File: src/hdl/iapm_pkg.sv
// package: offsets, field positions and timing for auto power management
package iapm_pkg;
    // floppy register offsets (address bits 2:0)
    localparam logic [2:0] OFS_STATUS_A   = 3'h0;
    localparam logic [2:0] OFS_STATUS_B   = 3'h1;
    localparam logic [2:0] OFS_DRIVE_MOTOR = 3'h2;
    localparam logic [2:0] OFS_RATE_MAIN  = 3'h4;
    localparam logic [2:0] OFS_DATA_FIFO  = 3'h5;
    localparam logic [2:0] OFS_INPUT_RATE = 3'h7;
    // drive_motor_control_reg fields
    localparam int DMC_RESET_N_BIT = 2;
    localparam int DMC_MOTOR_LO    = 4;
    localparam int DMC_MOTOR_W     = 4;
    // rate_select_reg fields
    localparam int RSR_SWRESET_BIT = 7;
    localparam int RSR_PWRDN_BIT   = 6;
    // auto_power_enable_cfg fields
    localparam int APE_FLOPPY_BIT  = 0;
    localparam int APE_PAR_BIT     = 3;
    localparam int APE_SER1_BIT    = 4;
    localparam int APE_SER2_BIT    = 5;
    // idle main status value
    localparam logic [7:0] MAIN_STATUS_IDLE = 8'h80;
    // extended port control mode field encodings
    localparam logic [2:0] ECR_SPP   = 3'h0;
    localparam logic [2:0] ECR_BIDIR = 3'h1;
    localparam logic [2:0] ECR_EPP   = 3'h4;
    // timing
    localparam int CLK_HZ          = 50_000_000;
    localparam int AUTO_PD_TIME_MS = 10;
    localparam int AUTO_PD_CYCLES  = CLK_HZ / 1000 * AUTO_PD_TIME_MS;
    localparam int NUM_SERIAL      = 2;
endpackage : iapm_pkg

File: src/hdl/iapm_power_ctrl.sv
// auto power management controller for floppy, serial and parallel units
//
// Overview of operation
// RULE1 - rate select powerdown overrides auto; auto resumes after wake
// RULE2 - hardware or software reset wakes floppy and runs full reset sequence
// RULE3 - register access wake keeps all floppy state intact
// RULE4 - writing a motor enable bit wakes floppy; reading it does not
// RULE5 - reading main status wakes floppy
// RULE6 - any read or write of data fifo wakes floppy
// RULE7 - after wake restart 10 ms timer; sleep again when conditions hold
// RULE8 - non-waking accesses keep powerdown; reads true, writes stored
// RULE9 - plain motor or rate writes do not wake; enable or reset bits do
// RULE10 - non-waking access briefly activates logic, then low power again
// RULE11 - motor, select, write pulse, write gate tristated; others stay active
// RULE12 - host pins keep working; interrupt and dma request held low
// RULE13 - serial auto powerdown only when enable bits 4 and 5 set
// RULE14 - transmitter powers down when holding buffer and shifter empty
// RULE15 - receiver powers down when fifo empty and waiting for start bit
// RULE16 - phone line alert interrupt logic keeps working in powerdown
// RULE17 - transmitter wakes on host write to holding buffer
// RULE18 - receiver wakes on any level change of receive line
// RULE19 - parallel auto powerdown only when enable bit 3 set
// RULE20 - epp off when disabled or ecp mode not selecting epp
// RULE21 - ecp off when disabled or mode field selects spp, bidir or epp
// RULE22 - parallel powerdown re-evaluated whenever mode field or config changes
// RULE23 - floppy down only: motors off, status 80h, no irq, head off, timer
// RULE24 - clearing floppy enable cancels timer and holds unit awake
// RULE25 - each powerdown state is a reset-cleared flip-flop; all start powered up
`timescale 1ns/1ps
module iapm_power_ctrl
    import iapm_pkg::*;
#(
    parameter int PD_CYCLES = AUTO_PD_CYCLES,
    parameter int NSER      = NUM_SERIAL
) (
    input  wire logic              sys_clk,
    input  wire logic              reset,
    // host register strobes, qualified by floppy chip select
    input  wire logic              host_rd_stb,
    input  wire logic              host_wr_stb,
    input  wire logic [2:0]        host_addr,
    input  wire logic [7:0]        host_wdata,
    // configuration
    input  wire logic [7:0]        auto_power_enable_cfg,
    // floppy core status
    input  wire logic [7:0]        main_status_reg,
    input  wire logic              fdc_irq_pending,
    input  wire logic              head_unload_expired,
    input  wire logic              fdc_irq_in,
    input  wire logic              fdc_drq_in,
    // floppy drive outputs from core
    input  wire logic [3:0]        motor_on_core,
    input  wire logic [3:0]        drive_select_core,
    input  wire logic              write_pulse_core,
    input  wire logic              write_gate_core,
    // serial port status
    input  wire logic [NSER-1:0]   tx_holding_empty,
    input  wire logic [NSER-1:0]   tx_shift_empty,
    input  wire logic [NSER-1:0]   rx_fifo_empty,
    input  wire logic [NSER-1:0]   rx_idle,
    input  wire logic [NSER-1:0]   tx_hold_wr,
    input  wire logic [NSER-1:0]   serial_receive_line,
    input  wire logic [NSER-1:0]   phone_line_alert_input,
    // parallel port configuration
    input  wire logic              cfg_epp_enable,
    input  wire logic              cfg_ecp_enable,
    input  wire logic [2:0]        ecr_mode,
    // outputs
    output logic                   fdc_powered_down,
    output logic                   fdc_reset_pulse,
    output logic [7:0]             drive_motor_control_reg,
    output logic [7:0]             rate_select_reg,
    output logic [7:0]             rate_config_reg,
    output logic [3:0]             motor_on_outputs,
    output logic [3:0]             motor_on_oe_n,
    output logic [3:0]             drive_select_outputs,
    output logic [3:0]             drive_select_oe_n,
    output logic                   write_pulse_out,
    output logic                   write_pulse_oe_n,
    output logic                   write_gate_out,
    output logic                   write_gate_oe_n,
    output logic                   fdc_irq_out,
    output logic                   fdc_drq_out,
    output logic                   host_access_active,
    output logic [NSER-1:0]        tx_powered_down,
    output logic [NSER-1:0]        rx_powered_down,
    output logic [NSER-1:0]        phone_alert_sync,
    output logic                   epp_powered_down,
    output logic                   ecp_powered_down
);

    // ******************************************************
    // state
    // ******************************************************
    typedef struct packed {
        logic                 auto_pd;
        logic                 direct_pd;
        logic [31:0]          timer;
        logic [7:0]           dmc;
        logic [7:0]           rsr;
        logic [7:0]           rcr;
        logic                 rst_pulse;
        logic                 access;
        logic [NSER-1:0]      tx_pd;
        logic [NSER-1:0]      rx_pd;
        logic [NSER-1:0]      rxd_s1;
        logic [NSER-1:0]      rxd_s2;
        logic [NSER-1:0]      rxd_s3;
        logic [NSER-1:0]      ri_s1;
        logic [NSER-1:0]      ri_s2;
        logic                 epp_pd;
        logic                 ecp_pd;
    } iapm_state_t;

    iapm_state_t st_r;
    iapm_state_t st_nxt;

    logic       ape_floppy;
    logic       wr_dmc;
    logic       wr_rsr;
    logic       wake_access;
    logic       soft_reset;
    logic       fdc_idle;
    logic [1:0] ser_en;
    logic       par_en;

    // decode of one register offset against a strobe
    function automatic logic hit(input logic stb, input logic [2:0] a,
                                 input logic [2:0] ofs);
        hit = stb && (a == ofs);
    endfunction : hit

    // ******************************************************
    // floppy wake and entry conditions
    // ******************************************************
    always_comb begin
        ape_floppy = auto_power_enable_cfg[APE_FLOPPY_BIT];
        wr_dmc     = hit(host_wr_stb, host_addr, OFS_DRIVE_MOTOR);
        wr_rsr     = hit(host_wr_stb, host_addr, OFS_RATE_MAIN);
        // software reset: motor control reset bit low, or rate select reset bit high
        soft_reset = (wr_dmc && !host_wdata[DMC_RESET_N_BIT])
                   || (wr_rsr && host_wdata[RSR_SWRESET_BIT]); // [RULE2]
        wake_access =
            (wr_dmc && (|host_wdata[DMC_MOTOR_LO +: DMC_MOTOR_W])) // [RULE4]
            || hit(host_rd_stb, host_addr, OFS_RATE_MAIN)        // [RULE5]
            || hit(host_rd_stb, host_addr, OFS_DATA_FIFO)        // [RULE6]
            || hit(host_wr_stb, host_addr, OFS_DATA_FIFO)        // [RULE6]
            || soft_reset;                                       // [RULE9]

        // all four entry conditions, timer checked separately
        fdc_idle = (st_r.dmc[DMC_MOTOR_LO +: DMC_MOTOR_W] == '0)
                 && (main_status_reg == MAIN_STATUS_IDLE)
                 && !fdc_irq_pending && head_unload_expired;   // [RULE23]
        ser_en = {auto_power_enable_cfg[APE_SER2_BIT],
                  auto_power_enable_cfg[APE_SER1_BIT]};          // [RULE13]
        par_en = auto_power_enable_cfg[APE_PAR_BIT];             // [RULE19]
    end

    // ******************************************************
    // next state
    // ******************************************************
    always_comb begin
        st_nxt = st_r;
        st_nxt.rst_pulse = soft_reset;
        // strobes briefly wake logic; it drops once the strobe is gone
        st_nxt.access = host_rd_stb || host_wr_stb;              // [RULE10]

        // writes land in the shadow registers even while asleep
        if (wr_dmc) begin
            st_nxt.dmc = host_wdata;                             // [RULE8]
        end
        if (wr_rsr) begin
            st_nxt.rsr = host_wdata;                             // [RULE8]
            st_nxt.direct_pd = host_wdata[RSR_PWRDN_BIT];        // [RULE1]
        end
        if (hit(host_wr_stb, host_addr, OFS_INPUT_RATE)) begin
            st_nxt.rcr = host_wdata;                             // [RULE8]
        end
        if (soft_reset) begin
            st_nxt.direct_pd = 1'b0;
        end

        // floppy auto powerdown timer and state
        if (!ape_floppy) begin
            st_nxt.timer   = '0;                                 // [RULE24]
            st_nxt.auto_pd = 1'b0;                               // [RULE24]
        end else if (wake_access || st_r.direct_pd) begin
            // wake keeps core state; timer starts a fresh period
            st_nxt.timer   = '0;                                 // [RULE7]
            st_nxt.auto_pd = 1'b0;                               // [RULE3]
        end else if (!st_r.auto_pd) begin
            if (st_r.timer < 32'(PD_CYCLES - 1)) begin
                st_nxt.timer = st_r.timer + 32'd1;               // [RULE7]
            end else if (fdc_idle) begin
                st_nxt.auto_pd = 1'b1;                           // [RULE23]
            end
        end

        // serial ports: synchronise receive line and alert input
        st_nxt.rxd_s1 = serial_receive_line;
        st_nxt.rxd_s2 = st_r.rxd_s1;
        st_nxt.rxd_s3 = st_r.rxd_s2;
        st_nxt.ri_s1  = phone_line_alert_input;
        st_nxt.ri_s2  = st_r.ri_s1;                              // [RULE16]
        for (int i = 0; i < NSER; i++) begin
            if (!ser_en[i] || tx_hold_wr[i]) begin
                st_nxt.tx_pd[i] = 1'b0;                          // [RULE17]
            end else begin
                st_nxt.tx_pd[i] = tx_holding_empty[i]
                                && tx_shift_empty[i];            // [RULE14]
            end
            if (!ser_en[i] || (st_r.rxd_s2[i] != st_r.rxd_s3[i])) begin
                st_nxt.rx_pd[i] = 1'b0;                          // [RULE18]
            end else if (rx_fifo_empty[i] && rx_idle[i]) begin
                st_nxt.rx_pd[i] = 1'b1;                          // [RULE15]
            end else begin
                st_nxt.rx_pd[i] = 1'b0;
            end
        end

        // parallel port, evaluated every cycle so mode changes apply on the next clock
        st_nxt.epp_pd = par_en && (!cfg_epp_enable
                      || (cfg_ecp_enable && ecr_mode != ECR_EPP)); // [RULE20]
        st_nxt.ecp_pd = par_en && (!cfg_ecp_enable
                      || ecr_mode == ECR_SPP || ecr_mode == ECR_BIDIR
                      || ecr_mode == ECR_EPP);                   // [RULE21] [RULE22]
    end

    // ******************************************************
    // state register, all units powered up after reset
    // ******************************************************
    always_ff @(posedge sys_clk or posedge reset) begin
        if (reset) begin
            st_r <= '0;                                          // [RULE25] [RULE2]
            // receive lines idle high; a zero here would fake an edge
            st_r.rxd_s1 <= '1;
            st_r.rxd_s2 <= '1;
            st_r.rxd_s3 <= '1;
        end else begin
            st_r <= st_nxt;
        end
    end

    // ******************************************************
    // outputs and pin gating
    // ******************************************************
    always_comb begin
        // direct powerdown overrides auto state while it is set
        fdc_powered_down = st_r.direct_pd || st_r.auto_pd;       // [RULE1]
        fdc_reset_pulse  = st_r.rst_pulse;
        drive_motor_control_reg = st_r.dmc;
        rate_select_reg  = st_r.rsr;
        rate_config_reg  = st_r.rcr;
        host_access_active = st_r.access;
        motor_on_outputs = motor_on_core;
        drive_select_outputs = drive_select_core;
        write_pulse_out  = write_pulse_core;
        write_gate_out   = write_gate_core;

        // drive-facing pins float so no current flows into a dead drive
        motor_on_oe_n    = {4{st_r.auto_pd}};                    // [RULE11]
        drive_select_oe_n = {4{st_r.auto_pd}};                   // [RULE11]
        write_pulse_oe_n = st_r.auto_pd;                         // [RULE11]
        write_gate_oe_n  = st_r.auto_pd;                         // [RULE11]

        fdc_irq_out = fdc_irq_in && !st_r.auto_pd;               // [RULE12]
        fdc_drq_out = fdc_drq_in && !st_r.auto_pd;               // [RULE12]

        tx_powered_down  = st_r.tx_pd;
        rx_powered_down  = st_r.rx_pd;
        phone_alert_sync = st_r.ri_s2;                           // [RULE16]
        epp_powered_down = st_r.epp_pd;
        ecp_powered_down = st_r.ecp_pd;
    end

    // ******************************************************
    // checks
    // ******************************************************
    property p_cfg_off_awake;
        @(posedge sys_clk) disable iff (reset)
        !ape_floppy |=> !st_r.auto_pd;
    endproperty
    a_cfg_off_awake: assert property (p_cfg_off_awake) // [RULE24]
        else $error("auto powerdown while disabled");

    property p_data_wake;
        @(posedge sys_clk) disable iff (reset)
        (hit(host_rd_stb, host_addr, OFS_DATA_FIFO)
         || hit(host_wr_stb, host_addr, OFS_DATA_FIFO)) |=> !st_r.auto_pd;
    endproperty
    a_data_wake: assert property (p_data_wake) // [RULE6]
        else $error("data fifo access did not wake");

    property p_status_wake;
        @(posedge sys_clk) disable iff (reset)
        hit(host_rd_stb, host_addr, OFS_RATE_MAIN) |=> !st_r.auto_pd;
    endproperty
    a_status_wake: assert property (p_status_wake) // [RULE5]
        else $error("main status read did not wake");

    property p_dmc_read_sleep;
        @(posedge sys_clk) disable iff (reset)
        (st_r.auto_pd && ape_floppy && !st_r.direct_pd
         && hit(host_rd_stb, host_addr, OFS_DRIVE_MOTOR)
         && !host_wr_stb) |=> st_r.auto_pd;
    endproperty
    a_dmc_read_sleep: assert property (p_dmc_read_sleep) // [RULE4]
        else $error("motor control read woke unit");

    property p_wake_timer;
        @(posedge sys_clk) disable iff (reset)
        (ape_floppy && wake_access) |=> (st_r.timer == 32'd0);
    endproperty
    a_wake_timer: assert property (p_wake_timer) // [RULE7]
        else $error("timer not restarted on wake");

    property p_entry_needs_idle;
        @(posedge sys_clk) disable iff (reset)
        $rose(st_r.auto_pd) |-> $past(fdc_idle)
            && ($past(st_r.timer) == 32'(PD_CYCLES - 1));
    endproperty
    a_entry_needs_idle: assert property (p_entry_needs_idle) // [RULE23]
        else $error("powerdown entered without conditions");

    property p_pins_float;
        @(posedge sys_clk) disable iff (reset)
        st_r.auto_pd |-> (motor_on_oe_n == 4'hF) && write_gate_oe_n
            && !fdc_irq_out && !fdc_drq_out;
    endproperty
    a_pins_float: assert property (p_pins_float) // [RULE11] [RULE12]
        else $error("pins active in powerdown");

    property p_tx_wake;
        @(posedge sys_clk) disable iff (reset)
        tx_hold_wr[0] |=> !tx_powered_down[0];
    endproperty
    a_tx_wake: assert property (p_tx_wake) // [RULE17]
        else $error("transmitter did not wake");

    property p_rx_edge_wake;
        @(posedge sys_clk) disable iff (reset)
        (serial_receive_line[0] != $past(serial_receive_line[0]))
            |-> ##3 !rx_powered_down[0];
    endproperty
    a_rx_edge_wake: assert property (p_rx_edge_wake) // [RULE18]
        else $error("receiver missed line change");

    property p_par_gate;
        @(posedge sys_clk) disable iff (reset)
        !par_en |=> !epp_powered_down && !ecp_powered_down;
    endproperty
    a_par_gate: assert property (p_par_gate) // [RULE19]
        else $error("parallel powerdown while disabled");

    property p_soft_wake;
        @(posedge sys_clk) disable iff (reset)
        soft_reset |=> fdc_reset_pulse && !fdc_powered_down;
    endproperty
    a_soft_wake: assert property (p_soft_wake) // [RULE2]
        else $error("soft reset did not wake");

    property p_motor_wake;
        @(posedge sys_clk) disable iff (reset)
        (wr_dmc && |host_wdata[DMC_MOTOR_LO +: DMC_MOTOR_W]) |=> !st_r.auto_pd;
    endproperty
    a_motor_wake: assert property (p_motor_wake) // [RULE4]
        else $error("motor enable write did not wake");

    property p_access_brief;
        @(posedge sys_clk) disable iff (reset)
        !(host_rd_stb || host_wr_stb) |=> !host_access_active;
    endproperty
    a_access_brief: assert property (p_access_brief) // [RULE10]
        else $error("access activity outlived the strobe");

endmodule : iapm_power_ctrl

File: config.mk
export PLATFORM = sky130hd
export DESIGN_NAME = iapm_power_ctrl
export DESIGN_NICKNAME = d
export VERILOG_FILES = /design/src/hdl/iapm_pkg.sv /design/src/hdl/iapm_power_ctrl.sv
export SDC_FILE = /design/constraint.sdc
export NUM_CORES = 1
export LEC_CHECK = 0
export BUFFER_PORTS_ARGS = -buffer_cell sky130_fd_sc_hd__buf_2
export CORE_ASPECT_RATIO = 0.75
export CORE_MARGIN = 2
export CORE_UTILIZATION = 50
export DETAILED_ROUTE_END_ITERATION = 6
export PLACE_DENSITY = 0.82
export SKIP_LAST_GASP = 1
export SYNTH_ARGS = -nofsm -noshare
export SYNTH_HDL_FRONTEND = slang
export SYNTH_SLANG_ARGS = --single-unit
export TNS_END_PERCENT = 100
File: constraint.sdc
create_clock -name sys_clk -period 3.95 [get_ports sys_clk]
set_input_delay 0.1975 -clock sys_clk [delete_from_list [all_inputs] [get_ports sys_clk]]
set_output_delay 0.1975 -clock sys_clk [all_outputs]
set_load 0.01 [all_outputs]
### After elaboration in Yosys (flattened, before gate mapping)

Index checks and enable logic that the tools add are counted.
Widths: inputs -> output; s select.

* equal/unequal tests: 12
* reduce and logical (&&, ||, !) cells: 49
* add/subtract/negate cells: 1
* $mul: 0
* shift operators: 0
* divide/modulo/power cells: 0
* multiplexer cells: 17
* magnitude comparators: 1
* bitwise gates (word level): 0

Operator list (count)
* $mux 32: 4
* $add 32x1->32 const B: 1
* $lt 32x19->1 const B: 1
* $logic_and 1x1->1: 21
* $logic_or 1x1->1: 16
* $mux 1: 13
* $eq 3x3->1 const B: 4
* $eq 8x8->1 const B: 1
* $logic_not 1->1: 7
* $logic_not 4->1: 1
* $reduce_or 4->1: 1
* $eq 3x1->1 const B: 1
* $eq 3x2->1 const B: 1
* $logic_not 3->1: 1
* $ne 3x1->1 const B: 1
* $ne 3x2->1 const B: 1
* $ne 3x3->1 const B: 1
* $ne 1x1->1: 2
* $reduce_and 2->1: 1
* $reduce_bool 2->1: 1

* word-level logic and storage cells: 97
* bits in latches: 0
* output and inout port bits: 57
* memories kept: 0
* bits of input ports: 64
* bits in read-only memories: 0
* RAM bits: 0
* bits in registers: 76

### Longest topological paths before layout

Gate-level depths: netlist of the first run.

* word-level depth: 10
* depth in mapped cells: 8
* mapped depth without buffers: 6

### Worst setup path before layout of the first run

OpenSTA, ideal clock, no wires.

* kind: register to register
* start point: register st_r[42] in the netlist's numbering
* end point: register st_r[45] in the netlist's numbering
* clock period less this slack: 1.935 ns
* setup slack: 2.015 ns
* data required time: 3.873 ns
* arrival: 1.858 ns
* path buffers: 1
* library setup time: 0.077 ns
* cell stages (with the launch flop): 8
* cells stage by stage: dfrtp_1 -> ha_1 -> and4_1 -> o211ai_2 -> a21oi_2 -> buf_6 -> or4_1 -> a21oi_1

* cells in the longest elaborated chain, start to end: 5
* elaborated cells on any way between the ends: 8
* classes of those cells: add/sub (1); order compare (1); eq/ne (1); mux (4); reduce/logical (1)

Ends and longest elaborated chain
* from (decl): line iapm_power_ctrl.sv:115 `iapm_state_t st_r;`
* from (signal assigned): line iapm_power_ctrl.sv:240 `st_r <= st_nxt;`
* $add 32x1->32: line iapm_power_ctrl.sv:193 `st_nxt.timer = st_r.timer + 32'd1;`
* $mux 32: line iapm_power_ctrl.sv:192 `if (st_r.timer < 32'(PD_CYCLES - 1)) begin`
* $mux 32: line iapm_power_ctrl.sv:191 `end else if (!st_r.auto_pd) begin`
* $mux 32: line iapm_power_ctrl.sv:187 `end else if (wake_access || st_r.direct_pd) begin`
* $mux 32: line iapm_power_ctrl.sv:184 `if (!ape_floppy) begin`

Several ways; a longest one is shown, not always the timed one. The select of a mux whose other input is x is not followed.
A chain may end at the register's enable or synchronous reset.

### Worst setup path after layout of the first run

* start point: register st_r[42] in the netlist's numbering
* end point: register st_r[49] in the netlist's numbering

The elaborated chain is that of the path after synthesis.

==> impl_metrics.tcl, run 1 <==
set metrics [dict create \
    crit_family "compound AO/OA/AOI/OAI gates" \
    grt_usage_pct 18.8 \
    post-route-drc-count 0 \
    synthArstFlopShare_pct 100 \
    ir_drop_mv 0.278 \
    clockRootBuffer "clkbuf_8" \
    seqCellArea_mm2 0.00191 \
    syn_area_per_cell_um2 11.4 \
    hold_class "in2reg" \
    final_nets 432 \
    grt_max_degree 46 \
    finalHoldViolCount 0 \
    gp_congestion 0.804 \
    worstReg2RegEnd "st_r[49]" \
    post-route-period-util_pct 68.6 \
    die_y_um 77.3 \
    slowest_stage "a21oi_2" \
    syn-num-nets 379 \
    chipWidth_um 102 \
    setup_viol 0 \
    crit_type "reg2reg" \
    power.density_mw_per_mm2 413 \
    final_util_pct 58.0 \
    worstSkewPairLatency_ns 0.35 \
    slowest_delay_ns 1.05 \
    tightestPinTransition_ns 1.35 \
    vias 2540 \
    wl_per_cell_um 14.8 \
    dieArea_mm2 0.00786 \
    cts.path.max_buffers 2 \
    min_from "cfg_epp_enable" \
    gr-total-overflow 0 \
    viasPerCell 5.40 \
    largest_reg_flops 35 \
    port_buffers 96 \
    period_minus_slack_ns 2.71 \
    start_util_pct 52.2 \
    path_clk_slew_ns 0.08 \
    totalWireLength_um 6980 \
    tns_ns 0 \
    cp_num_buf_inv 0 \
    diodes 0 \
    endpoint_kind "register" \
    drive_gt1_share_pct 40.9 \
    synthToLayoutAreaGrowth_pct 11.3 \
    power_leakage_nw 1.90 \
    startpoint "st_r[42]" \
    yosysUniqueCellTypes 46 \
    cts_resized 0 \
    multi_input_area_mm2 0.00124 \
    reg2reg_depth 6 \
    detail-route-antenna-nets 0 \
    synth_edf_count 0 \
    cp.arrival_ns 2.98 \
    hpwlAfterDp_um 4860 \
    crit_required_ns 4.22 \
    cts_made_buffers 9 \
    ff2ff_setup_slack_ns 1.24 \
    antenna_found_initial 0 \
    hold-path-cell-count 2 \
    syn-instance-count 314 \
    critPathMaxFanout 36 \
    maxSlewViolCount 0 \
    synth-seq-area-share_pct 53.3 \
    grt_pass1_wl_um 11600 \
    syn_area_mm2 0.00358 \
    dr.pass1.iters 5 \
    htree_levels 3 \
    grt_pass1_vias 2461 \
    cts_sinks 76 \
    status "finished, final reports clean" \
    synth_top_area_share_pct 48.9 \
    slew_headroom_pct 9.99 \
    num_rows 26 \
    fillers 570 \
    placedInstanceArea_mm2 0.00377 \
    first_iter_violations 97 \
    whs_endpoint "epp_powered_down" \
    worst_setup_path_start_kind "register" \
    cts_tree "yes" \
    synth_area_leader_cell "dfrtp_1" \
    top_register "st_r" \
    yosys-top-cells-area "dfrtp_1, buf_4, mux2_2" \
    core_mm2 0.00686 \
    finClkSkew_ns 0.00976 \
    synth_ff_type "dfrtp_1" \
    max-cap-violations 0 \
    path_cells "ha_1 -> and4_1 -> o211ai_2 -> a21oi_2 -> o21ai_0 -> a21oi_1" \
    yosysWarningCount 0 \
    timing.fmax_ghz 0.369 \
    p_total_mw 1.65 \
    rsz0062_at_grt "false" \
    cts_setup_buffers 0 \
    ios 121 \
    final_area_mm2 0.00398 \
    r2r-start "st_r[42]" \
    ys_seq_elements 76 \
]
[timing repair]
item / 4_1_cts / 5_1_grt
endpoints found under the setup margin: 0 / 0
hold buffers: 4 / 0
endpoints found under the hold margin: 4 / 0
[synth_stat cells, types with 5 or more instances]
library cell,number
nor2_1,10
and2_1,13
buf_4,50
dfrtp_1,70
nand2_1,17
mux2_2,23
or4_1,14
buf_2,5
nand3_1,7
nor4_1,5
nand4_1,7
o31ai_1,9
a21oi_1,15
o21ai_0,6
or3_1,5
dfstp_2,6
[power breakdown]
part	internal [mW]	switching, mW	leakage, nW
Combinational	0.114	0.122	0.849
Sequential	0.846	0.0355	0.975
Clock	0.229	0.298	0.0779
[cell usage in the layout (no fill, tap or decap), drive strengths merged, types with 6 or more instances in the layout]
cell type  synthesis  final
nand2             17     17
mux2              23     23
nand4              7      7
o31ai              9      9
or4               14     14
clkbuf             3      9
a21oi             16     16
dfstp              6      6
buf               56     97
nand3              8      8
nor2              10     10
o21ai              6      6
and2              13     13
dfrtp             70     70
[per-stage QoR]
stage	hold WS, ns	setup WS (ns)	std cells
after floorplan	0.202	1.82	314
after global placement	0.305	1.48	450
after detailed placement	0.304	1.37	450
after CTS	0.00726	1.33	470
after global routing	0.0108	1.08	470
final	0.0178	1.24	470
[worst max path at each step]
stage	end	slack, ns	cells past startpoint
2_1_floorplan	drive_motor_control_reg[0]	1.82	1
3_3_place_gp	st_r[60]	1.48	6
3_5_place_dp	st_r[49]	1.37	6
4_1_cts	st_r[49]	1.33	6
5_1_grt	write_gate_oe_n	1.08	6
6_report	st_r[49]	1.24	6
[cell type report]
type / instances / share of cell area (%)
flip-flops and latches: 76 / 47.9
repair buffers: 101 / 13.3
clock buffers: 9 / 3.11
multi-input cells: 176 / 31.0
inverters: 3 / 0.283
well taps: 98 / 3.08
clock inverters: 7 / 1.32
[metal layers]
metal | routed length (µm) | GRT usage [%] | vias to the layer above | part of all wire, %
met5 | 0 | 0 | - | 0
li1 | - | - | 1199 | -
met3 | 434 | 6.65 | 2 | 6.2
met1 | 3310 | 25.6 | 1242 | 47
met4 | 31 | 4.19 | 0 | 0.44
met2 | 3200 | 28.9 | 97 | 46
[kinds of logic after synthesis]
| group | Yosys count | share of synthesized area [%] |
|---|---|---|
| simple gates | 105 | 17.9 |
| fa+ha+maj | 1 | 0.349 |
| xor+xnor | 2 | 0.489 |
| compound gates | 44 | 8.32 |
| flops | 76 | 53.3 |
| buf+inv | 62 | 12.1 |
| mux | 24 | 7.51 |
[worst register-to-register path: stages, from the launching register on]
cell and delay, ns:
dfrtp_1 0.41, ha_1 0.22, and4_1 0.37, o211ai_2 0.13
a21oi_2 1.05, o21ai_0 0.29, a21oi_1 0.18
No activity file was read; power rests on OpenSTA's default activity.
==> inputs of run 2 (changes only) <==
- CORE_UTILIZATION: 50 -> 45
- PLACE_DENSITY: 0.82 -> 0.79
- clock period: 3.95 -> 2.4 ns (I/O delays scaled with it)
==> impl_metrics.tcl, run 2 (synthesis results as in run 1) <==
set metrics [dict create \
    status "finished, final reports clean" \
    cts_resized 0 \
    cts_sinks 76 \
    timing.fmax_ghz 0.462 \
    antenna_found_initial 0 \
    gr-total-overflow 0 \
    final_util_pct 53.6 \
    cts_tree "yes" \
    slew_headroom_pct 27.8 \
    dieArea_mm2 0.00869 \
    finalHoldViolCount 0 \
    critPathMaxFanout 23 \
    top_register "st_r" \
    die_y_um 81.2 \
    endpoint_kind "register" \
    tns_ns 0 \
    largest_reg_flops 35 \
    placedInstanceArea_mm2 0.00385 \
    crit_required_ns 2.67 \
    drive_gt1_share_pct 41.2 \
    wl_per_cell_um 14.4 \
    layout_commonest_cell "buf_2" \
    most-common-layout-cells "buf_2, dfrtp_1, mux2_2" \
    period_minus_slack_ns 2.16 \
    viasPerCell 5.21 \
    cts_made_buffers 9 \
    grt_max_degree 47 \
    gp_congestion 0.828 \
    max-cap-violations 0 \
    final_area_mm2 0.00418 \
    cts.path.max_buffers 2 \
    rsz0062_at_grt "false" \
    synthToLayoutAreaGrowth_pct 16.9 \
    grt_pass1_vias 2594 \
    grt_pass1_wl_um 12100 \
    instances_no_fill 493 \
    htree_levels 3 \
    totalWireLength_um 7090 \
    place_inst 465 \
    clockRootBuffer "clkbuf_8" \
    worst_setup_path_start_kind "register" \
    hpwlAfterDp_um 4960 \
    tightestPinTransition_ns 1.08 \
    port_buffers 96 \
    post-route-drc-count 0 \
    dr.pass1.iters 4 \
    finClkSkew_ns 0.00599 \
    start_util_pct 45.8 \
    hold_class "in2reg" \
    num_rows 28 \
    setup_ws_ns 0.236 \
    crit_type "reg2reg" \
    maxSlewViolCount 0 \
    worstSkewPairLatency_ns 0.35 \
    path_clk_slew_ns 0.08 \
    vias 2569 \
    final_nets 448 \
    diodes 0 \
    chipWidth_um 107 \
    power.density_mw_per_mm2 696 \
    setup_viol 0 \
    ios 121 \
    post-route-period-util_pct 90.2 \
    ir_drop_mv 0.629 \
    core_mm2 0.00781 \
    grt_usage_pct 18.1 \
    detail-route-antenna-nets 0 \
    preCtsSetupSlack_ns 0.273 \
    power_leakage_nw 2.01 \
    cp.arrival_ns 2.43 \
    first_iter_violations 104 \
]
[run 2: cell count changes in the layout (fill, tap and decap cells not counted), sizes merged]
cell         previous run  this run
dlygate4sd3             4        12
bufinv                  0         2
clkinv                  2         4
inv                     4         3
buf                    97       105
clkinvlp                4         1
[run 2: where the power goes]
group	internal [mW]	total [mW]	leakage (nW)	switching, mW
Sequential	1.39	1.45	0.975	0.0583
Clock	0.581	1.05	0.109	0.469
Combinational	0.202	0.409	0.923	0.206
Total	2.18	2.91	2.01	0.734
[run 2: metrics by stage]
stage,hold slack (ns),power (mW)
2_1_floorplan,0.124,1.82
3_3_place_gp,0.227,1.86
3_5_place_dp,0.230,1.87
4_1_cts,0.00461,2.94
5_1_grt,0.00701,3.06
6_report,0.0264,2.91
[run 2: worst paths after layout]
kind / startpoint / to / slack [ns] / cells past startpoint
worst min register to register: st_nxt[3] / phone_alert_sync[1] / 0.36 / 0
max in group asynchronous: reset / drive_motor_control_reg[7] / 1.31 / 4
worst max-delay path: st_r[42] / st_r[48] / 0.24 / 7
worst max register to register: st_r[42] / st_r[48] / 0.24 / 7
min in group asynchronous: reset / st_nxt[2] / 0.42 / 3
worst min-delay path: auto_power_enable_cfg[3] / ecp_powered_down / 0.03 / 2
[run 2: worst max-delay path, stage by stage (launching register included)]
cell      delay [ns]
dfrtp_1         0.42
ha_1            0.25
and4_1          0.29
o211ai_2        0.20
a21oi_2         0.08
buf_4           0.20
or4_1           0.48
a21oi_1         0.17
[run 2: layer usage]
layer	global-route usage [%]	wire length, µm
met3	6.26	461
met1	22.5	3220
met2	29.8	3380
met4	6.10	31
met5	0	0
[run 2: repair_timing]
item,4_1_cts,5_1_grt
setup buffers,0,0
hold buffers,12,0
hold endpoints to repair,33,0
[run 2: layout make-up]
class / instances / area, µm²
Inverter: 3 / 11.3
Timing Repair Buffer: 117 / 681
Tap cell: 105 / 131
Multi-Input combinational cell: 176 / 1240
Clock inverter: 7 / 91.3
Sequential cell: 76 / 1910
Fill cell: 661 / 3630
Clock buffer: 9 / 124
